File: src/core/sfc_pkg.sv
// package: register map, field positions, reset values and types for serial frame control
package sfc_pkg;
  localparam logic [1:0] SFC_ADDR_CTRL_ONE  = 2'h0; // serial_control_one
  localparam logic [1:0] SFC_ADDR_CTRL_TWO  = 2'h1; // serial_control_two
  localparam logic [1:0] SFC_ADDR_STATUS    = 2'h2; // flags and transmit state, read only
  localparam logic [1:0] SFC_ADDR_TX_DATA   = 2'h3; // transmit buffer, write only
  // serial_control_one fields
  localparam int SFC_LOOP_BIT   = 7;
  localparam int SFC_FREEZE_BIT = 6;
  localparam int SFC_RXSRC_BIT  = 5;
  localparam int SFC_NINE_BIT   = 4;
  localparam int SFC_WAKE_BIT   = 3;
  localparam int SFC_IDLEO_BIT  = 2;
  localparam int SFC_PEN_BIT    = 1;
  localparam int SFC_PODD_BIT   = 0;
  // serial_control_two fields
  localparam int SFC_TIE_BIT    = 7;
  localparam int SFC_TX_DONE_IRQ_EN_BIT   = 6;
  localparam int SFC_RIE_BIT    = 5;
  localparam int SFC_IDLE_IRQ_EN_BIT   = 4;
  localparam int SFC_TE_BIT     = 3;
  localparam logic [7:0] SFC_CTRL_ONE_RST = 8'h00;
  localparam logic [7:0] SFC_CTRL_TWO_RST = 8'h00;
  // bit time in system clocks (fixed divider standing in for the baud generator)
  localparam logic [7:0] SFC_BIT_CYCLES   = 8'h10;
  localparam logic [3:0] SFC_IDLE_BITS    = 4'h0;
  typedef enum logic [1:0] {
    SFC_TX_IDLE  = 2'b00,
    SFC_TX_FRAME = 2'b01,
    SFC_TX_PREAM = 2'b10
  } sfc_tx_state_t;
  typedef struct packed {
    logic tx_buffer_empty;
    logic tx_done_flag;
    logic rx_full_flag;
    logic idle_flag;
  } sfc_flags_t;
  typedef struct packed {
    logic tx_out;
    logic tx_oe_n;
    logic tx_owned;
    logic rx_in;
  } sfc_pins_t;
endpackage : sfc_pkg

File: src/core/sfc_core.sv
// serial frame control: control registers, transmitter, pin routing and interrupt request
// Summary of operation
// - loop select 0 gives separate pins; 1 routes transmitter to receiver, internally or through the transmit pin
// - receiver source select has effect only when loop select is 1
// - loop 1, source 0: internal loopback, receive pin unused
// - loop 1, source 1: transmitter drives the transmit pin, which feeds the receiver
// - freeze bit 0 keeps clocks in wait; 1 stops them while waiting
// - eight or nine data bits, lsb first, start and stop, both directions
// - wakeup bit selects idle-line (0) or address-mark (1) standby exit
// - idle count origin: after start bit (0) or after stop bit (1)
// - parity enable generates and checks parity in the top data bit
// - parity type 0 even ones count, 1 odd
// - transmit empty enable requests interrupt while buffer empty flag set
// - done enable requests interrupt while transmission complete flag set
// - receive enable requests interrupt while receive full flag set
// - idle enable requests interrupt while idle flag set
// - transmitter starts frames only when enabled and then owns the transmit pin
// - in single wire the direction bit sets traffic direction on the pin
// - enable written 0 then 1 mid-transmission queues an idle character
// - after disable the pin stays owned until pending traffic finishes
// - buffer empty flag set at reset and on each buffer-to-shifter move
// - complete flag set at reset and when empty with nothing sending
`timescale 1ns/10ps
`default_nettype none
module sfc_core
  import sfc_pkg::*;
(
  input  wire logic       i_sys_clk,
  input  wire logic       i_sys_rst,
  input  wire logic [1:0] i_addr,
  input  wire logic [7:0] i_wdata,
  input  wire logic       i_wr,
  input  wire logic       i_rd,
  output logic      [7:0] o_rdata,
  input  wire logic       i_tx_pin,
  input  wire logic       i_rx_pin,
  input  wire logic       i_one_wire_direction,
  input  wire logic       i_cpu_wait,
  input  wire logic       i_rx_full_flag,
  input  wire logic       i_idle_flag,
  output logic            o_tx_pin,
  output logic            o_tx_pin_oe_n,
  output logic            o_rx_pin_used,
  output logic            o_rx_data_in,
  output logic            o_clk_run,
  output logic            o_nine_bit,
  output logic            o_wake_addr_mark,
  output logic            o_idle_after_stop,
  output logic            o_parity_enable,
  output logic            o_parity_odd_select,
  output logic            o_irq
);

  logic [7:0]    serial_control_one;
  logic [7:0]    serial_control_two;
  logic [8:0]    tx_buf;
  sfc_flags_t    flags;
  sfc_tx_state_t tx_state;
  sfc_tx_state_t next_tx_state;
  logic [10:0]   shifter;
  logic [3:0]    bits_left;
  logic [7:0]    bit_timer;
  logic          idle_queued;
  logic          tx_line;
  logic          rx_pin_s1, rx_pin_s2, tx_pin_s1, tx_pin_s2;
  logic          status_read_tc;
  logic          tx_empty_q;  // transmit buffer empty flag register
  logic          tx_done_q;   // transmission complete flag register
  logic          tx_quiet;    // nothing sending, queued or arriving after this cycle
  logic          te_rise;
  logic          load_frame;
  logic          bit_end;
  logic          pins_owned;
  logic          internal_loop, single_wire;

  // parity bit value for the top data bit position
  function automatic logic parity_of(input logic [7:0] d, input logic odd);
    parity_of = (^d) ^ odd;
  endfunction

  // control registers, plain read/write at any time
  always_ff @(posedge i_sys_clk) begin
    if (i_sys_rst) begin
      serial_control_one <= SFC_CTRL_ONE_RST;
      serial_control_two <= SFC_CTRL_TWO_RST;
    end else if (i_wr) begin
      if (i_addr == SFC_ADDR_CTRL_ONE) serial_control_one <= i_wdata;
      if (i_addr == SFC_ADDR_CTRL_TWO) serial_control_two <= i_wdata;
    end
  end

  assign te_rise = i_wr && (i_addr == SFC_ADDR_CTRL_TWO) && i_wdata[SFC_TE_BIT]
                   && !serial_control_two[SFC_TE_BIT];

  // read data, one cycle after the read strobe
  always_ff @(posedge i_sys_clk) begin
    if (i_sys_rst) begin
      o_rdata <= 8'h00;
    end else if (i_rd) begin
      case (i_addr)
        SFC_ADDR_CTRL_ONE: o_rdata <= serial_control_one;
        SFC_ADDR_CTRL_TWO: o_rdata <= serial_control_two;
        SFC_ADDR_STATUS:   o_rdata <= {flags, 2'h0, tx_state};
        default:           o_rdata <= 8'h00;
      endcase
    end else begin
      o_rdata <= 8'h00;
    end
  end

  // status read arms the complete-flag clear sequence
  always_ff @(posedge i_sys_clk) begin
    if (i_sys_rst) status_read_tc <= 1'b0;
    else if (i_rd && i_addr == SFC_ADDR_STATUS) status_read_tc <= flags.tx_done_flag;
    // the arming read is used up by the step that clears the flag
    else if ((i_wr && i_addr == SFC_ADDR_TX_DATA) || te_rise) status_read_tc <= 1'b0;
  end

  // two-flop synchronisers for pin inputs
  always_ff @(posedge i_sys_clk) begin
    if (i_sys_rst) begin
      rx_pin_s1 <= 1'b1;
      rx_pin_s2 <= 1'b1;
      tx_pin_s1 <= 1'b1;
      tx_pin_s2 <= 1'b1;
    end else begin
      rx_pin_s1 <= i_rx_pin;
      rx_pin_s2 <= rx_pin_s1;
      tx_pin_s1 <= i_tx_pin;
      tx_pin_s2 <= tx_pin_s1;
    end
  end

  // bit timer paces the shifter
  assign bit_end = (bit_timer == SFC_BIT_CYCLES - 8'h01);
  always_ff @(posedge i_sys_clk) begin
    if (i_sys_rst || tx_state == SFC_TX_IDLE) bit_timer <= 8'h00;
    else if (bit_end) bit_timer <= 8'h00;
    else bit_timer <= bit_timer + 8'h01;
  end

  // start a frame when enabled and data waits, and no queued idle is due
  assign load_frame = (tx_state == SFC_TX_IDLE) && serial_control_two[SFC_TE_BIT]
                      && !flags.tx_buffer_empty && !idle_queued;

  // transmitter state machine
  always_comb begin
    next_tx_state = tx_state;
    case (tx_state)
      SFC_TX_IDLE: begin
        if (idle_queued) next_tx_state = SFC_TX_PREAM;
        else if (load_frame) next_tx_state = SFC_TX_FRAME;
      end
      SFC_TX_FRAME, SFC_TX_PREAM: begin
        if (bit_end && bits_left == SFC_IDLE_BITS) next_tx_state = SFC_TX_IDLE;
      end
      default: next_tx_state = SFC_TX_IDLE;
    endcase
  end

  always_ff @(posedge i_sys_clk) begin
    if (i_sys_rst) tx_state <= SFC_TX_IDLE;
    else tx_state <= next_tx_state;
  end

  // queued idle: enable re-raised, whether traffic is active or not
  always_ff @(posedge i_sys_clk) begin
    if (i_sys_rst) idle_queued <= 1'b0;
    else if (te_rise) idle_queued <= 1'b1;
    else if (tx_state == SFC_TX_IDLE) idle_queued <= 1'b0;
  end

  // shifter: start, data lsb first, optional ninth bit, stop
  always_ff @(posedge i_sys_clk) begin
    if (i_sys_rst) begin
      shifter   <= 11'h7ff;
      bits_left <= 4'h0;
    end else if (tx_state == SFC_TX_IDLE && idle_queued) begin
      shifter   <= 11'h7ff;
      bits_left <= serial_control_one[SFC_NINE_BIT] ? 4'ha : 4'h9;
    end else if (load_frame) begin
      if (serial_control_one[SFC_NINE_BIT]) begin
        shifter   <= {1'b1,
                      serial_control_one[SFC_PEN_BIT] ?
                        parity_of(tx_buf[7:0], serial_control_one[SFC_PODD_BIT]) :
                        tx_buf[8],
                      tx_buf[7:0], 1'b0};
        bits_left <= 4'ha;
      end else begin
        shifter   <= {2'b11,
                      serial_control_one[SFC_PEN_BIT] ?
                        parity_of({1'b0, tx_buf[6:0]}, serial_control_one[SFC_PODD_BIT]) :
                        tx_buf[7],
                      tx_buf[6:0], 1'b0};
        bits_left <= 4'h9;
      end
    end else if (tx_state != SFC_TX_IDLE && bit_end) begin
      shifter   <= {1'b1, shifter[10:1]};
      bits_left <= bits_left - 4'h1;
    end
  end

  always_ff @(posedge i_sys_clk) begin
    if (i_sys_rst) tx_line <= 1'b1;
    else tx_line <= (tx_state == SFC_TX_IDLE) ? 1'b1 : shifter[0];
  end

  // transmitter quiet: no frame, queued idle or new data pending
  assign tx_quiet = next_tx_state == SFC_TX_IDLE && flags.tx_buffer_empty && !load_frame
                    && !idle_queued && !te_rise && !(i_wr && i_addr == SFC_ADDR_TX_DATA);

  // transmit buffer and flags; hardware set wins over software clear
  always_ff @(posedge i_sys_clk) begin
    if (i_sys_rst) begin
      tx_buf     <= 9'h000;
      tx_empty_q <= 1'b1;
      tx_done_q  <= 1'b1;
    end else begin
      if (i_wr && i_addr == SFC_ADDR_TX_DATA) begin
        tx_buf     <= {1'b0, i_wdata};
        tx_empty_q <= 1'b0;
      end
      if (load_frame) tx_empty_q <= 1'b1;
      if (status_read_tc && ((i_wr && i_addr == SFC_ADDR_TX_DATA) || te_rise))
        tx_done_q <= 1'b0;
      if (tx_quiet) tx_done_q <= 1'b1;
    end
  end

  // flag bundle, one driver for all four fields
  always_comb begin
    flags.tx_buffer_empty = tx_empty_q;
    flags.tx_done_flag    = tx_done_q;
    flags.rx_full_flag    = i_rx_full_flag;
    flags.idle_flag       = i_idle_flag;
  end

  // pin routing
  assign internal_loop = serial_control_one[SFC_LOOP_BIT] && !serial_control_one[SFC_RXSRC_BIT];
  assign single_wire   = serial_control_one[SFC_LOOP_BIT] && serial_control_one[SFC_RXSRC_BIT];
  assign pins_owned    = serial_control_two[SFC_TE_BIT] || tx_state != SFC_TX_IDLE
                         || idle_queued;

  always_ff @(posedge i_sys_clk) begin
    if (i_sys_rst) begin
      o_tx_pin      <= 1'b1;
      o_tx_pin_oe_n <= 1'b1;
      o_rx_pin_used <= 1'b1;
      o_rx_data_in  <= 1'b1;
    end else begin
      o_tx_pin      <= tx_line;
      // single wire: direction bit chooses drive or listen
      o_tx_pin_oe_n <= !(pins_owned && (!single_wire || i_one_wire_direction));
      o_rx_pin_used <= !serial_control_one[SFC_LOOP_BIT];
      if (!serial_control_one[SFC_LOOP_BIT]) o_rx_data_in <= rx_pin_s2;
      else if (internal_loop) o_rx_data_in <= tx_line;
      else o_rx_data_in <= tx_pin_s2;
    end
  end

  // mode outputs for the receiver and clocking
  assign o_clk_run           = !(i_cpu_wait && serial_control_one[SFC_FREEZE_BIT]);
  assign o_nine_bit          = serial_control_one[SFC_NINE_BIT];
  assign o_wake_addr_mark    = serial_control_one[SFC_WAKE_BIT];
  assign o_idle_after_stop   = serial_control_one[SFC_IDLEO_BIT];
  assign o_parity_enable     = serial_control_one[SFC_PEN_BIT];
  assign o_parity_odd_select = serial_control_one[SFC_PODD_BIT];

  // interrupt request
  always_ff @(posedge i_sys_clk) begin
    if (i_sys_rst) o_irq <= 1'b0;
    else o_irq <= (flags.tx_buffer_empty && serial_control_two[SFC_TIE_BIT])
               || (flags.tx_done_flag && serial_control_two[SFC_TX_DONE_IRQ_EN_BIT])
               || (flags.rx_full_flag && serial_control_two[SFC_RIE_BIT])
               || (flags.idle_flag && serial_control_two[SFC_IDLE_IRQ_EN_BIT]);
  end
endmodule // sfc_core
`default_nettype wire

File: config.mk
export PLATFORM = sky130hd
export DESIGN_NAME = sfc_core
export DESIGN_NICKNAME = d
export VERILOG_FILES = /design/src/core/sfc_pkg.sv /design/src/core/sfc_core.sv
export SDC_FILE = /design/constraint.sdc
export NUM_CORES = 1
export LEC_CHECK = 0
export BUFFER_PORTS_ARGS = -buffer_cell sky130_fd_sc_hd__buf_2
export CORE_UTILIZATION = 48
export CTS_BUF_LIST = sky130_fd_sc_hd__clkbuf_4
export DETAILED_ROUTE_END_ITERATION = 10
export PLACE_DENSITY = 0.72
export SLEW_MARGIN = 30
export SYNTH_ARGS = -nofsm -noshare
export SYNTH_HDL_FRONTEND = slang
export SYNTH_SLANG_ARGS = --single-unit
File: constraint.sdc
create_clock -name i_sys_clk -period 2.1 [get_ports i_sys_clk]
set_input_delay 0.315 -clock i_sys_clk [delete_from_list [all_inputs] [get_ports i_sys_clk]]
set_output_delay 0.315 -clock i_sys_clk [all_outputs]
set_load 0.03 [all_outputs]
==> impl_metrics.yaml <==
setup_path:
  reg2reg_depth: 5
  startpoint_type: "register"
  cp.arrival_ns: 2.30
  end_kind: "register"
  cp_max_fo: 14
  required_ns: 2.47
  criticalPathCategory: "register to register"
detailed_routing:
  num_vias: 2429
  wire_per_inst_um: 13.5
  drt_pre_antenna_iters: 4
  viasPerCell: 5.25
  drtAntennaViolNets: 0
  drtIter0Drc: 131
  remaining_drc_errors: 0
  routed_wirelength_um: 6240
placement:
  dp.cells: 447
  gp_congestion: 0.856
  io_buffers: 38
  dp_hpwl_um: 4450
global_routing:
  grt_usage_pct: 22.0
  grt_first_pass_wirelength_um: 10600
  grt_max_degree: 29
  antenna_found_initial: 0
  gr-total-overflow: 0
  grt_pass1_vias: 2333
synthesis:
  synth_top_family_by_area: "simple AND/OR/NAND/NOR gates"
  syn_nets: 363
  synth-seq-area-share_pct: 47.5
  netlist_area_um2: 2950
  synthAdderAreaFrac_pct: 1.69
  synth_area_per_cell_um2: 8.71
  ys_top_cells_by_area: "dfxtp_1, nand2_1, mux2i_1, a21oi_1, nor2_1"
  synth_mux_area_share_pct: 6.44
  yosys_warnings: 0
  synth_xor_xnor_area_share_pct: 4.75
  synth-seq-cells: 70
  synth_compound_area_share_pct: 13.3
  synth_top_area_share_pct: 47.5
  synth-simple-area-share_pct: 22.8
  yosys.area.top_type: "dfxtp_1"
  yosysUniqueCellTypes: 44
  syn_inst: 339
status:
  status: "complete, no violations"
layout:
  nets: 407
  insertedDiodeCount: 0
  layout-drive-gt1-share_pct: 20.9
  synthToLayoutAreaGrowth_pct: 15.6
  fin_cells: 463
job:
  maxCapViolations: 0
floorplanning:
  die_x_um: 80.4
  die_area_um2: 6470
  start_util_pct: 49.9
  core_um2: 5920
  ios: 39
  num_rows: 28
  die_y_um: 80.4
sta:
  rsz0062_at_grt: "false"
  fin_crit_sh_pct: 91.9
  report.final.slew_viol_count: 0
  setup_tns_ns: 0
  slew_headroom_pct: 62.0
  fin_skew_ns: 0.0176
  final-setup-viol-count: 0
  fmax_mhz: 518
  finalHoldViolations: 0
  period_needed_ns: 1.93
  tightest_slew_ns: 0.570
cts:
  cts_tree: "built"
  cts_resized: 0
  cts_sinks: 70
  cts_hold_buf: 0
  cts-root-buf: "clkbuf_4"
  clk_latency_ns: 0.43
  cts_buffer_depth: 2
  cts_setup_buffers: 0
  cts.htree.levels: 3
  numCtsBuffers: 9
  clk_pin_slew_ns: 0.12
worst_hold_path:
  hp-class: "input port to register"
  worstHoldPathCells: 2
power:
  clockPowerShare_pct: 38.2
  total_power_mw: 2.57
  power_frac_seq_pct: 53.7
  combPwrFrac_pct: 8.1
  power_density_nw_per_um2: 753
  ir_worst_vdd_uv: 334
  p_sw_mw: 0.638
  leakage_nw: 1.43
  intPower_mw: 1.93
  switching_share_pct: 24.8
==> kinds of logic after synthesis <==
| group | Yosys count |
|---|---|
| adders and majority gates | 4 |
| muxes | 19 |
| AOI/OAI and AO/OA | 62 |
| and+or+nand+nor | 142 |
| xor gates and xnor gates | 16 |
| buffers and inverters | 26 |
| DFF | 70 |
==> state kept, by name, summed over array words and instances, names as in the netlist, 2 cells and up <==
register,cells
shifter,10
bit_timer,8
o_rdata,8
serial_control_one,8
serial_control_two,8
tx_buf,8
bits_left,4
tx_state,2
==> routing by layer <==
layer | wire (um) | global-route usage, % | vias to the layer above
li1 | - | - | 1239
met1 | 2850 | 26.9 | 1134
met2 | 2990 | 34.3 | 39
met3 | 221 | 5.00 | 17
met4 | 179 | 14.5 | 0
met5 | 0 | 0 | -
==> path summary, 6_finish.rpt <==
check,from,to,slack [ns]
hold / removal,i_tx_pin,tx_pin_s1,0.08
setup reg to reg,bit_timer[4],shifter[2],0.17
hold reg to reg,tx_pin_s1,tx_pin_s2,0.42
setup / recovery,bit_timer[4],shifter[2],0.17
==> layout by cell type (no fill, tap or decap), drive strengths merged, types with 7 or more instances in the layout <==
master,n
a21oi,30
and3,9
buf,49
clkbuf,10
dfxtp,70
inv,10
mux2i,19
nand2,52
nand3,15
nor2,39
o21ai,15
or2,7
xnor2,10
==> stage by stage <==
stage          hold slack, ns  setup slack (ns)  util (%)  area (um^2)
2_1_floorplan           0.389             0.378         -         2950
3_3_place_gp            0.391             0.216      54.9         3250
3_5_place_dp            0.398             0.177      54.9         3250
4_1_cts                0.0550             0.160      57.6         3410
5_1_grt                0.0466            0.0379      57.6         3410
6_report               0.0781             0.170      57.6         3410
==> Yosys cell counts (all sizes together) <==
library cell and instances:
o31ai 4, nand3b 1, nand2 52, a32oi 1, or2 7, nor3 6, o21ai 15, buf 6
nor2b 5, o211a 1, o211ai 5, o21a 1, o311ai 1, and2 1, a31oi 1, xor2 6
xnor2 10, mux2i 19, ha 4, or3 1, a221oi 1, clkbuf 10, nand4bb 1, a22oi 2
inv 10, nand3 15, nor2 39, or4 1, nand2b 2, a21oi 30, nor3b 1, nor4bb 1
dfxtp 70, and3 9
==> power by group through the flow <==
stage,Clock [mW],Sequential (mW),Combinational [mW]
2_1_floorplan,0,1.42,0.123
3_3_place_gp,0,1.41,0.202
3_5_place_dp,0,1.41,0.207
4_1_cts,0.994,1.38,0.208
5_1_grt,1.07,1.38,0.230
6_report,0.981,1.38,0.207
==> final cells by class <==
class	count	area (um^2)
Tap cell	75	93.8
Inverter	10	37.5
Fill cell	537	2510
Timing Repair Buffer	49	273
Sequential cell	70	1400
Clock buffer	10	75.1
Multi-Input combinational cell	243	1450
Clock inverter	6	86.3
==> critical path: stages, from the launching register on <==
cell and delay, ns:
dfxtp_1 0.36, or4_4 0.60, o31ai_4 0.55, buf_4 0.23
nor2_1 0.04, o21ai_1 0.11
No activity file was read; power rests on OpenSTA's default activity.
